File: src/common/io_rack_defs.svh
`ifndef IO_RACK_DEFS_SVH
`define IO_RACK_DEFS_SVH

// Register window
`define WINDOW_LOCATIONS     16
`define IMPLEMENTED_LOCS     7
`define OFS_RESET            4'h0
`define OFS_BANK             4'h1
`define OFS_DATA             4'h2
`define OFS_TRIGGER          4'h3
`define OFS_STATUS           4'h4
`define OFS_SWITCH           4'h5
`define OFS_VERSION          4'h6

// Field positions
`define RST_LEVEL_BIT        0
`define RST_BUSY_BIT         7
`define ST_BUSY_BIT          0
`define ST_ID_LO_BIT         1
`define ST_ID_HI_BIT         2
`define ST_WRITE_BIT         5
`define ST_READ_BIT          6
`define SW_STROBE_BIT        4
`define SW_LATENCY_BIT       5
`define BANK_W               6
`define SWITCH_W             6

// Values
`define TRIGGER_READ_VALUE   8'hab
`define RESET_CTRL_INIT      1'b0
`define ENGINE_VERSION_INIT  8'h01
`define UNMAPPED_READ_VALUE  8'h00

// Times in their own units
`define CLK_PERIOD_NS        50
`define STROBE_SHORT_NS      2700
`define STROBE_LONG_NS       3300
`define IDLE_GAP_NS          3600
`define SETUP_NS             100
`define HOLD_NS              100
`define RESET_HOLD_MS        150

// Derived cycle counts, least times rounded up
`define NS_TO_CYC_UP(t) (((t) + `CLK_PERIOD_NS - 1) / `CLK_PERIOD_NS)
`define STROBE_SHORT_CYC     `NS_TO_CYC_UP(`STROBE_SHORT_NS)
`define STROBE_LONG_CYC      `NS_TO_CYC_UP(`STROBE_LONG_NS)
`define IDLE_GAP_CYC         `NS_TO_CYC_UP(`IDLE_GAP_NS)
`define SETUP_CYC            `NS_TO_CYC_UP(`SETUP_NS)
`define HOLD_CYC             `NS_TO_CYC_UP(`HOLD_NS)
`define RESET_HOLD_CYC       `NS_TO_CYC_UP(`RESET_HOLD_MS * 1000000)
`define CYC_CNT_W            7
`define RESET_TIMER_W        22

`endif

File: src/common/io_rack_pkg.sv
package io_rack_pkg;

  typedef struct packed {
    logic       rd;
    logic       wr;
    logic [3:0] addr;
    logic [7:0] wdata;
  } host_req_type;

  typedef struct packed {
    logic [7:0] rdata;
    logic       rvalid;
  } host_rsp_type;

  typedef struct packed {
    logic [5:0] bank_addr;
    logic [7:0] data_out;
    logic       data_oe_n;
    logic       rd_strobe_n;
    logic       wr_strobe_n;
    logic       reset_level;
  } rack_out_type;

  typedef struct packed {
    logic [7:0] data_in;
    logic [1:0] responder_id;
    logic [5:0] switches;
  } rack_in_type;

  typedef enum logic [2:0] {
    ENG_IDLE,
    ENG_SETUP,
    ENG_STROBE,
    ENG_HOLD,
    ENG_GAP
  } engine_state_type;

endpackage

File: src/rtl/io_rack_bus_adapter.sv
`timescale 1ns/10ps
`include "io_rack_defs.svh"
// Notes on behaviour
// Sixteen byte locations, seven implemented, byte access
// Host touches only the seven implemented locations
// Offset zero bit 0 sets rack reset level
// Reset control write restarts 150 ms hold flag
// Offset zero reads level bit0, hold flag bit7
// Offset one holds six-bit bank address
// Host keeps bank address steady while busy
// Host loads data register before write cycle
// Read cycle result held in data register
// Host avoids data and trigger while busy
// Reading offset three starts read, returns 0xab
// Host sets bank address before read trigger
// Writing offset three starts write cycle
// Status bit 0 shows cycle in progress
// Status bits 2:1 hold last responder id
// Status bit5 write, bit6 read, bits4:3 zero
// Offset five returns six switches, upper zero
// Offset six returns engine version number
// Reset: level high, busy and status clear
// Switch bit 4 picks 2700 or 3300 ns strobe
// High latency adds 3600 ns gap between cycles
// Reset line independent of running cycle
// Drive address, pulse strobe, capture, clear busy
module io_rack_bus_adapter #(
  parameter int unsigned RESET_HOLD_CYCLES = `RESET_HOLD_CYC,
  parameter logic [7:0]  ENGINE_VERSION    = `ENGINE_VERSION_INIT
) (
  input  wire logic                   clk,
  input  wire logic                   rst,
  input  wire io_rack_pkg::host_req_type host_req,
  output io_rack_pkg::host_rsp_type   host_rsp,
  input  wire io_rack_pkg::rack_in_type  rack_in,
  output io_rack_pkg::rack_out_type   rack_out
);
  import io_rack_pkg::*;

  localparam logic [`CYC_CNT_W-1:0] STROBE_SHORT =
    `CYC_CNT_W'(`STROBE_SHORT_CYC);
  localparam logic [`CYC_CNT_W-1:0] STROBE_LONG =
    `CYC_CNT_W'(`STROBE_LONG_CYC);
  localparam logic [`CYC_CNT_W-1:0] GAP_LEN =
    `CYC_CNT_W'(`IDLE_GAP_CYC);
  localparam logic [`CYC_CNT_W-1:0] SETUP_LEN =
    `CYC_CNT_W'(`SETUP_CYC);
  localparam logic [`CYC_CNT_W-1:0] HOLD_LEN =
    `CYC_CNT_W'(`HOLD_CYC);
  localparam logic [`RESET_TIMER_W-1:0] HOLD_LOAD =
    `RESET_TIMER_W'(RESET_HOLD_CYCLES - 1);
  localparam logic [`CYC_CNT_W-1:0] CNT_ONE = `CYC_CNT_W'(1);

  // Synchronised pin inputs
  logic [7:0]           data_in_s;
  logic [1:0]           id_in_s;
  logic [`SWITCH_W-1:0] switch_s;

  // Host-visible registers
  logic                     reset_ctrl_r;
  logic                     reset_busy_r;
  logic [`RESET_TIMER_W-1:0] reset_timer_r;
  logic [`BANK_W-1:0]       bank_r;
  logic [7:0]               data_r;
  logic [1:0]               resp_id_r;
  logic                     write_status_r;
  logic                     read_status_r;

  // Cycle engine
  engine_state_type         state_r;
  logic [`CYC_CNT_W-1:0]    cnt_r;
  logic [`CYC_CNT_W-1:0]    strobe_len_r;
  logic                     high_latency_r;
  logic                     busy_r;
  logic                     cyc_write_r;
  logic                     cnt_done;
  logic                     start_rd;
  logic                     start_wr;
  logic                     capture;

  // Pin output registers
  logic [`BANK_W-1:0]       bank_out_r;
  logic [7:0]               data_out_r;
  logic                     data_oe_n_r;
  logic                     rd_strobe_n_r;
  logic                     wr_strobe_n_r;

  // Host answer
  logic [7:0]               rdata_r;
  logic [7:0]               rdata_nxt;
  logic                     rvalid_r;
  logic                     wr_reset;
  logic                     wr_bank;
  logic                     wr_data;

  pin_sync #(.W(8)) u_data_sync (
    .clk   (clk),
    .rst   (rst),
    .pin   (rack_in.data_in),
    .level (data_in_s)
  );

  pin_sync #(.W(2)) u_id_sync (
    .clk   (clk),
    .rst   (rst),
    .pin   (rack_in.responder_id),
    .level (id_in_s)
  );

  pin_sync #(.W(`SWITCH_W)) u_switch_sync (
    .clk   (clk),
    .rst   (rst),
    .pin   (rack_in.switches),
    .level (switch_s)
  );

  // Address decode; only byte locations 0 to 6 respond
  assign wr_reset = host_req.wr && (host_req.addr == `OFS_RESET);
  assign wr_bank  = host_req.wr && (host_req.addr == `OFS_BANK);
  assign wr_data  = host_req.wr && (host_req.addr == `OFS_DATA);

  // Triggers while busy are dropped; the host must not issue them
  assign start_rd = host_req.rd && (host_req.addr == `OFS_TRIGGER)
                    && (state_r == ENG_IDLE);
  assign start_wr = host_req.wr && (host_req.addr == `OFS_TRIGGER)
                    && (state_r == ENG_IDLE);
  assign cnt_done = (cnt_r == '0);
  assign capture  = (state_r == ENG_STROBE) && cnt_done;

  // Rack reset level, unrelated to the cycle engine
  always_ff @(posedge clk) begin
    if (rst) begin
      reset_ctrl_r <= `RESET_CTRL_INIT;
    end else if (wr_reset) begin
      reset_ctrl_r <= host_req.wdata[`RST_LEVEL_BIT];
    end
  end

  // Minimum reset hold timer, restarted on every control write
  always_ff @(posedge clk) begin
    if (rst) begin
      reset_busy_r  <= 1'b0;
      reset_timer_r <= '0;
    end else if (wr_reset) begin
      reset_busy_r  <= 1'b1;
      reset_timer_r <= HOLD_LOAD;
    end else if (reset_busy_r) begin
      if (reset_timer_r == '0) begin
        reset_busy_r <= 1'b0;
      end else begin
        reset_timer_r <= reset_timer_r - `RESET_TIMER_W'(1);
      end
    end
  end

  // Bank address; the engine latches it at cycle start
  always_ff @(posedge clk) begin
    if (rst) begin
      bank_r <= '0;
    end else if (wr_bank) begin
      bank_r <= host_req.wdata[`BANK_W-1:0];
    end
  end

  // Data register; a read capture wins over a host write
  always_ff @(posedge clk) begin
    if (rst) begin
      data_r <= '0;
    end else if (capture && !cyc_write_r) begin
      data_r <= data_in_s;
    end else if (wr_data) begin
      data_r <= host_req.wdata;
    end
  end

  // Cycle sequencer: setup, strobe, hold, optional idle gap
  always_ff @(posedge clk) begin
    if (rst) begin
      state_r        <= ENG_IDLE;
      cnt_r          <= '0;
      strobe_len_r   <= STROBE_SHORT;
      high_latency_r <= 1'b1;
      busy_r         <= 1'b0;
      cyc_write_r    <= 1'b0;
    end else begin
      case (state_r)
        ENG_IDLE: begin
          if (start_rd || start_wr) begin
            state_r     <= ENG_SETUP;
            cnt_r       <= SETUP_LEN - CNT_ONE;
            busy_r      <= 1'b1;
            cyc_write_r <= start_wr;
            strobe_len_r <= switch_s[`SW_STROBE_BIT] ?
                            STROBE_LONG : STROBE_SHORT;
            high_latency_r <= !switch_s[`SW_LATENCY_BIT];
          end
        end
        ENG_SETUP: begin
          if (cnt_done) begin
            state_r <= ENG_STROBE;
            cnt_r   <= strobe_len_r - CNT_ONE;
          end else begin
            cnt_r <= cnt_r - CNT_ONE;
          end
        end
        ENG_STROBE: begin
          if (cnt_done) begin
            state_r <= ENG_HOLD;
            cnt_r   <= HOLD_LEN - CNT_ONE;
          end else begin
            cnt_r <= cnt_r - CNT_ONE;
          end
        end
        ENG_HOLD: begin
          if (cnt_done && high_latency_r) begin
            state_r <= ENG_GAP;
            cnt_r   <= GAP_LEN - CNT_ONE;
          end else if (cnt_done) begin
            state_r <= ENG_IDLE;
            busy_r  <= 1'b0;
          end else begin
            cnt_r <= cnt_r - CNT_ONE;
          end
        end
        ENG_GAP: begin
          if (cnt_done) begin
            state_r <= ENG_IDLE;
            busy_r  <= 1'b0;
          end else begin
            cnt_r <= cnt_r - CNT_ONE;
          end
        end
        default: begin
          state_r <= ENG_IDLE;
          busy_r  <= 1'b0;
        end
      endcase
    end
  end

  // Cycle kind and responder id, kept until the next cycle
  always_ff @(posedge clk) begin
    if (rst) begin
      write_status_r <= 1'b0;
      read_status_r  <= 1'b0;
      resp_id_r      <= '0;
    end else begin
      if (start_rd || start_wr) begin
        write_status_r <= start_wr;
        read_status_r  <= start_rd;
      end
      if (capture) begin
        resp_id_r <= id_in_s;
      end
    end
  end

  // Rack bus pins; address and write data frozen for the whole cycle
  always_ff @(posedge clk) begin
    if (rst) begin
      bank_out_r    <= '0;
      data_out_r    <= '0;
      data_oe_n_r   <= 1'b1;
      rd_strobe_n_r <= 1'b1;
      wr_strobe_n_r <= 1'b1;
    end else begin
      if (start_rd || start_wr) begin
        bank_out_r <= bank_r;
        data_out_r <= data_r;
      end
      if (start_wr) begin
        data_oe_n_r <= 1'b0;
      end else if ((state_r == ENG_HOLD) && cnt_done) begin
        data_oe_n_r <= 1'b1;
      end
      if ((state_r == ENG_SETUP) && cnt_done) begin
        rd_strobe_n_r <= cyc_write_r;
        wr_strobe_n_r <= !cyc_write_r;
      end else if (capture) begin
        rd_strobe_n_r <= 1'b1;
        wr_strobe_n_r <= 1'b1;
      end
    end
  end

  // Read multiplexer; unmapped locations answer zero
  always_comb begin
    rdata_nxt = `UNMAPPED_READ_VALUE;
    case (host_req.addr)
      `OFS_RESET: begin
        rdata_nxt[`RST_LEVEL_BIT] = reset_ctrl_r;
        rdata_nxt[`RST_BUSY_BIT]  = reset_busy_r;
      end
      `OFS_BANK: begin
        rdata_nxt[`BANK_W-1:0] = bank_r;
      end
      `OFS_DATA: begin
        rdata_nxt = data_r;
      end
      `OFS_TRIGGER: begin
        rdata_nxt = `TRIGGER_READ_VALUE;
      end
      `OFS_STATUS: begin
        rdata_nxt[`ST_BUSY_BIT]  = busy_r;
        rdata_nxt[`ST_ID_LO_BIT] = resp_id_r[0];
        rdata_nxt[`ST_ID_HI_BIT] = resp_id_r[1];
        rdata_nxt[`ST_WRITE_BIT] = write_status_r;
        rdata_nxt[`ST_READ_BIT]  = read_status_r;
      end
      `OFS_SWITCH: begin
        rdata_nxt[`SWITCH_W-1:0] = switch_s;
      end
      `OFS_VERSION: begin
        rdata_nxt = ENGINE_VERSION;
      end
      default: begin
        rdata_nxt = `UNMAPPED_READ_VALUE;
      end
    endcase
  end

  // Read answer one cycle after the request
  always_ff @(posedge clk) begin
    if (rst) begin
      rdata_r  <= '0;
      rvalid_r <= 1'b0;
    end else begin
      rvalid_r <= host_req.rd;
      if (host_req.rd) begin
        rdata_r <= rdata_nxt;
      end
    end
  end

  assign host_rsp.rdata  = rdata_r;
  assign host_rsp.rvalid = rvalid_r;

  // Line is high while the control bit is zero
  assign rack_out.reset_level = !reset_ctrl_r;
  assign rack_out.bank_addr   = bank_out_r;
  assign rack_out.data_out    = data_out_r;
  assign rack_out.data_oe_n   = data_oe_n_r;
  assign rack_out.rd_strobe_n = rd_strobe_n_r;
  assign rack_out.wr_strobe_n = wr_strobe_n_r;
endmodule

File: src/rtl/pin_sync.sv
`timescale 1ns/10ps
// Three-stage pin synchroniser; output follows once stages two and three agree
module pin_sync #(
  parameter int W = 1
) (
  input  wire logic         clk,
  input  wire logic         rst,
  input  wire logic [W-1:0] pin,
  output logic      [W-1:0] level
);
  logic [W-1:0] meta_r;
  logic [W-1:0] s2_r;
  logic [W-1:0] s3_r;

  always_ff @(posedge clk) begin
    if (rst) begin
      meta_r <= '0;
      s2_r   <= '0;
      s3_r   <= '0;
    end else begin
      meta_r <= pin;
      s2_r   <= meta_r;
      s3_r   <= s2_r;
    end
  end

  always_ff @(posedge clk) begin
    if (rst) begin
      level <= '0;
    end else begin
      for (int i = 0; i < W; i++) begin
        if (s2_r[i] == s3_r[i]) begin
          level[i] <= s3_r[i];
        end
      end
    end
  end
endmodule

File: config.mk
export PLATFORM = sky130hd
export DESIGN_NAME = io_rack_bus_adapter
export DESIGN_NICKNAME = d
export VERILOG_FILES = /design/src/common/io_rack_pkg.sv /design/src/rtl/io_rack_bus_adapter.sv /design/src/rtl/pin_sync.sv
export VERILOG_INCLUDE_DIRS = /design/src /design/src/common
export SDC_FILE = /design/constraint.sdc
export NUM_CORES = 1
export LEC_CHECK = 0
export BUFFER_PORTS_ARGS = -buffer_cell sky130_fd_sc_hd__buf_4
export CORE_MARGIN = 3
export CORE_UTILIZATION = 55
export DETAILED_ROUTE_END_ITERATION = 8
export PLACE_DENSITY_LB_ADDON = 0.15
export SKIP_CTS_REPAIR_TIMING = 1
export SLEW_MARGIN = 20
export SYNTH_ARGS = -nofsm -noshare
export SYNTH_HDL_FRONTEND = slang
export SYNTH_SLANG_ARGS = --single-unit
File: constraint.sdc
create_clock -name clk -period 3.31 [get_ports clk]
set_input_delay 0.1655 -clock clk [delete_from_list [all_inputs] [get_ports clk]]
set_output_delay 0.1655 -clock clk [all_outputs]
set_load 0.005 [all_outputs]
==> impl_metrics.toml, run 1 <==
[grt]
grt-ovfl-total = 0
grt_first_pass_wirelength_mm = 21.6
grt_usage_pct = 23.2
antenna_found_initial = 0
grt_max_degree = 69
grt_pass1_vias = 4498

[route]
routed_via_density = 5.54
post_drt_wl_per_cell_um = 15.2
wl_mm = 13.3
dr.pass1.iters = 5
drtAntennaViolNets = 0
drc = 0
drt_iter0_drc = 351
via_count = 4874

[place]
hpwl_mm = 8.99
gp_congestion = 0.843
numPortBuffers = 58

[finish]
num_antenna_cells = 0
drive_gt1_share_pct = 16.4
area_growth_pct = 20.8
nFillCells = 861
nNetsFinal = 765

[synthesis]
ys_ff_latch = 147
synth_top_area_share_pct = 49.2
synthFlopType = "dfxtp_1"
ys_top_cells_by_area = "dfxtp_1 (49%), a21oi_1 (5.6%), nor2b_1 (5.4%), nand2_1 (5.0%), mux2i_1 (3.7%)"
yosysUniqueCellTypes = 68
synth_nets = 695
synth_edf_count = 0
seq_area_frac_synth_pct = 49.2
syn_inst = 660
synth_area_per_cell_um2 = 9.06
synth.most_common_cell = "dfxtp_1"
ys_warn_count = 0
netlist_top_cells_count = "dfxtp_1 (147), nand2_1 (79), a21oi_1 (67)"
async_flop_share_pct = 0
synth.cell_area_um2 = 5980
synth_largest_area_cell = "dfxtp_1"

[cts]
clk_latency_ns = 0.53
htree_num_levels = 4
clock_sinks = 147
clk_path_buf_depth = 2
clk_pin_slew_worst_paths_ns = 0.06
cts_made_buffers = 17
cts_tree = "yes"
cts_root_buf = "clkbuf_8"

[worst_hold_path]
min_path_cells = 3
hold_class = "primary input to flop"

[sta]
hold_viol = 0
clock_skew_ns = 0.0117
setup_tns_ns = 0
min_period_ns = 2.44
slew_headroom_pct = 51.8
grt_setup_unrepaired = "false"
setup_viol = 0
finalCritPeriodShare_pct = 73.7
maxSlewViolCount = 0
fmaxAchievable_mhz = 410
tightest_slew_ns = 0.723

[critical_path]
start_kind = "flop"
cp-end-kind = "flop"
slowest_delay_ns = 0.52
cpMaxStageDelayCell = "or4b_4"
path_common_cell = "ha_1"
crit_chain = "inv_1 > ha_1 > or4b_4 > nor2_4 > inv_2 > ha_1 > mux2i_1 > a21oi_1 > o22ai_1 > a221oi_1"
cp_data_arrival_time_ns = 2.87
cp_max_fo = 13
cp_num_cells = 10
path_class = "flop to flop"
required_ns = 3.74
r2r_cells = 10
path_buf_inv = 2
crit_family = "simple AND/OR/NAND/NOR gates"

[run_status]
status = "finished clean"

[pwr]
cellPowerDensity_nw_per_um2 = 552
p_leak_nw = 2.83
fin_total_pwr_mw = 3.99
ir_worst_vdd_v = 0.000437

[job]
max-cap-violations = 0

[floorplanning]
row_count = 37
start_util_pct = 57.2
die_area_um2 = 12200
ios = 59
core_um2 = 10500
die_width_um = 110
fp.dieH_um = 110
## path summary, 6_finish.rpt
path,to,start,slack (ns)
max reg2reg,cnt_r[0]$_SDFFE_PP0P_,cnt_r[0]$_SDFFE_PP0P_,0.87
max,cnt_r[0]$_SDFFE_PP0P_,cnt_r[0]$_SDFFE_PP0P_,0.87
min reg2reg,u_switch_sync.s2_r[4]$_SDFF_PP0_,u_switch_sync.meta_r[4]$_SDFF_PP0_,0.44
min,data_r[7]$_SDFFE_PP0P_,host_req[7],0.02
## worst reg2reg max path, cell delays in order (launching register included)
cell and delay (ns):
dfxtp_1 0.34, inv_1 0.08, ha_1 0.26, or4b_4 0.52, nor2_4 0.14, inv_2 0.13, ha_1 0.32, mux2i_1 0.06
a21oi_1 0.14, o22ai_1 0.09, a221oi_1 0.26
## placed cells by master, fill, tap and decap left out, types with 8 or more instances in the layout
master and instances:
dfxtp_1 147, buf_4 63, dlygate4sd3_1 23, or2_2 8, inv_1 16, a21oi_1 67, mux2i_1 22, nand2_1 79
o21ai_0 30, nand3_1 9, nor4_1 8, clkbuf_16 16, xnor2_1 13, nor2_1 44, or3_1 8, a211oi_1 17
a31oi_1 9, nor2b_1 52
## sequential cells by signal, summed over array words and instances, names as in the netlist, 3 cells and up
name / flops
bank_out_r: 6
bank_r: 6
cnt_r: 7
data_out_r: 8
data_r: 8
rdata_r: 8
reset_timer_r: 22
state_r: 3
u_data_sync.level: 8
u_data_sync.meta_r: 8
u_data_sync.s2_r: 8
u_data_sync.s3_r: 8
u_switch_sync.level: 6
u_switch_sync.meta_r: 6
u_switch_sync.s2_r: 6
u_switch_sync.s3_r: 6
## stage by stage
stage / cell area [um^2] / setup slack [ns] / util [%] / hold WS [ns] / instances
3_5_place_dp: 6460 / 0.857 / 61.7 / 0.380 / 824
3_3_place_gp: 6460 / 0.924 / 61.7 / 0.379 / 824
4_1_cts: 7000 / 0.851 / 66.9 / -0.182 / 856
5_1_grt: 7230 / 0.634 / 69.1 / 0.0171 / 879
6_report: 7230 / 0.872 / 69.1 / 0.0158 / 879
2_1_floorplan: 5980 / 1.00 / - / 0.294 / 660
## final cells by class
cell class / instances / area [um^2] / share of cell area (%)
sequential: 147 / 2940 / 40.7
timing repair buffer: 86 / 703 / 9.73
inverter: 19 / 71.3 / 0.987
multi-input combinational: 459 / 2800 / 38.8
tap: 136 / 170 / 2.35
clock inverter: 9 / 71.3 / 0.987
clock buffer: 23 / 467 / 6.46
## where the power goes
group	switching [mW]	internal, mW
Sequential	0.0446	1.82
Clock	0.729	0.989
Combinational	0.232	0.175
Total	1.01	2.99
## per-layer routing
layer,routed length (um),global-route usage [%],vias up
met4,227,8.53,0
met3,701,7.75,18
met5,0,0,-
met2,6370,37.2,119
li1,-,-,2454
met1,6030,29.1,2283
## logic make-up (layout without fill, tap and decap cells)
kind of cell	after synthesis	in the layout	share of synthesized area (%)
compound gates	166	166	17.3
xor+xnor	13	13	1.90
fa+ha+maj	4	4	0.795
buf+inv	54	137	3.97
flops	147	147	49.2
mux	25	25	4.25
simple gates	251	251	22.6
No activity file was read; power rests on OpenSTA's default activity.
==> run 2, diff against run 1 <==
ABC_AREA = 1   (was not set)
clock period = 2.4 ns   (was 3.31 ns; I/O delays follow)
==> run 2 against run 1 <==
  * The flow now finishes with violations (hold timing)
  * Flip-flop and latch count did not move
  * Final cell count rose by 18%
  * Clock power rose by 50%
  * Synthesized area rose by 2.6%
  * Synthesized cell count rose by 24%
  * Largest power group unchanged
  * Sequential share of layout area fell by 1.1 points
==> impl_metrics.toml, run 2 <==
[sta]
tightest_slew_ns = 0.851
grt_setup_unrepaired = "false"
setup_viol = 0
clock_skew_ns = 0.0128
hold_viol = 3
maxSlewViolCount = 0
slew_headroom_pct = 43.3
min_period_ns = 1.88
fmaxAchievable_mhz = 533
timing.hold.ws_ns = -0.0291
setup_tns_ns = 0
finalCritPeriodShare_pct = 78.2

[cts]
clk_pin_slew_worst_paths_ns = 0.06
cts_made_buffers = 17
clk_latency_ns = 0.54
cts_tree = "yes"
cts_root_buf = "clkbuf_8"
htree_num_levels = 4
clk_path_buf_depth = 2
clock_sinks = 147

[critical_path]
cp_max_fo = 13
r2r-start = "cnt_r[0]$_SDFFE_PP0P_"
r2r_end = "cnt_r[0]$_SDFFE_PP0P_"
r2r_slack_ns = 0.52
r2r_cells = 10
cp_data_arrival_time_ns = 2.30
start_kind = "flop"
path_class = "flop to flop"
cp-end-kind = "flop"
required_ns = 2.82

[grt]
grt_pass1_vias = 5186
grt-ovfl-total = 0
grt_max_degree = 87
grt_util_met2_pct = 37.4
grt_first_pass_wirelength_mm = 23.5
use_met3_pct = 5.16
top_usage_layer = "met2"
use_met1_pct = 29.0
grt_usage_pct = 23.1
antenna_found_initial = 0

[synthesis]
synth.most_common_cell = "dfxtp_1"
synth_nets = 851
synth_area_per_cell_um2 = 7.52
syn_inst = 816
ys_ff_latch = 147
ys_top_cells_by_area = "dfxtp_1 (48%), nand2_1 (7.8%), nor2_1 (7.8%), inv_1 (7.2%), a21oi_1 (5.5%)"
async_flop_share_pct = 0
ys_warn_count = 0
synth_top_area_share_pct = 48.0
netlist_top_cells_count = "dfxtp_1 (147), nand2_1 (127), nor2_1 (127)"
synthFlopType = "dfxtp_1"
synth_largest_area_cell = "dfxtp_1"
synth_edf_count = 0
seq_area_frac_synth_pct = 48.0
yosysUniqueCellTypes = 40
synth.cell_area_um2 = 6130

[worst_hold_path]
holdCritStartpoint = "host_req[7]"
min_to = "data_r[7]$_SDFFE_PP0P_"
min_path_cells = 5
hold_class = "primary input to flop"

[pwr]
cellPowerDensity_nw_per_um2 = 781
p_leak_nw = 3.32
ir_worst_vdd_v = 0.000620

[run_status]
violations = "hold timing"
status = "complete, but fails checks"

[job]
max-cap-violations = 0

[floorplanning]
fp.dieH_um = 112
start_util_pct = 57.9
die_width_um = 112
die_area_um2 = 12500
core_um2 = 10600
row_count = 37
ios = 59

[route]
via_count = 5370
post_drt_wl_per_cell_um = 13.9
wl_mm = 14.5
dr.pass1.iters = 6
drtAntennaViolNets = 0
drt_iter0_drc = 450
drc = 0
routed_via_density = 5.16

[finish]
final_core_util_pct = 70.0
num_antenna_cells = 0
largest-register = "reset_timer_r"
largest_reg_flops = 22
final_cell_mix = "dfxtp_1 (147), nor2_1 (127), nand2_1 (127)"
mostFrequentLayoutCell = "dfxtp_1"
area_growth_pct = 21.0
instances_no_fill = 1040
nFillCells = 831
drive_gt1_share_pct = 15.5
nNetsFinal = 926

[place]
dp_cells = 982
hpwl_mm = 9.99
gp_congestion = 0.924
numPortBuffers = 58
==> run 2: worst max-delay path by stage <==
stage	endpoint	from	depth (start not counted)	slack, ns
6_report	cnt_r[0]$_SDFFE_PP0P_	cnt_r[0]$_SDFFE_PP0P_	10	0.52
5_1_grt	cnt_r[2]$_SDFFE_PP0P_	cnt_r[0]$_SDFFE_PP0P_	11	0.28
4_1_cts	data_r[0]$_SDFFE_PP0P_	cnt_r[0]$_SDFFE_PP0P_	10	0.55
3_5_place_dp	cnt_r[0]$_SDFFE_PP0P_	cnt_r[0]$_SDFFE_PP0P_	10	0.56
3_3_place_gp	cnt_r[0]$_SDFFE_PP0P_	cnt_r[0]$_SDFFE_PP0P_	10	0.67
2_1_floorplan	cnt_r[0]$_SDFFE_PP0P_	cnt_r[0]$_SDFFE_PP0P_	11	0.74
==> run 2: per-layer routing <==
metal,routed length (um),share of wire [%]
met1,6290,43
met2,7000,48
met3,774,5.4
met4,399,2.8
met5,0,0
==> run 2: worst max-delay path: stages, from the launching register on <==
cell and delay (ns):
dfxtp_1 0.34, inv_1 0.07, ha_1 0.23, inv_1 0.06, nor2_1 0.12, nand3_2 0.24
ha_1 0.36, nand2_1 0.06, o21ai_0 0.07, nor3_1 0.15, nor2_1 0.07
==> run 2: power breakdown <==
part / leakage [nW] / internal (mW) / switching, mW / total (mW)
combinational: 1.85 / 0.242 / 0.400 / 0.642
clock: 0.272 / 1.52 / 1.06 / 2.58
sequential: 1.20 / 2.52 / 0.0532 / 2.58
==> run 2: final cells by class <==
class                      count  area (um^2)  area share [%]
inverter                     130          492            6.62
tap                          136          170            2.29
clock inverter                13          148            1.99
clock buffer                  19          432            5.81
timing repair buffer          87          718            9.67
sequential                   147         2940            39.6
multi-input combinational    508         2520            34.0
==> run 2: cells by family (layout without fill, tap and decap cells) <==
kind of cell	Yosys count	after routing	synth area share, %
AO/OA/AOI/OAI	162	162	14.7
XOR/XNOR	5	5	0.714
adder cells (fa/ha/maj)	3	3	0.612
buffers and inverters	161	249	10.9
flip-flops	147	147	48.0
AND/OR/NAND/NOR	338	338	25.0
==> run 2: metrics by stage <==
stage          setup WS [ns]  area, um^2  power [mW]
6_report               0.523        7420        5.80
5_1_grt                0.282        7420        6.02
4_1_cts                0.545        7160        5.80
3_5_place_dp           0.556        6590        3.23
3_3_place_gp           0.671        6590        3.20
2_1_floorplan          0.740        6130        3.06
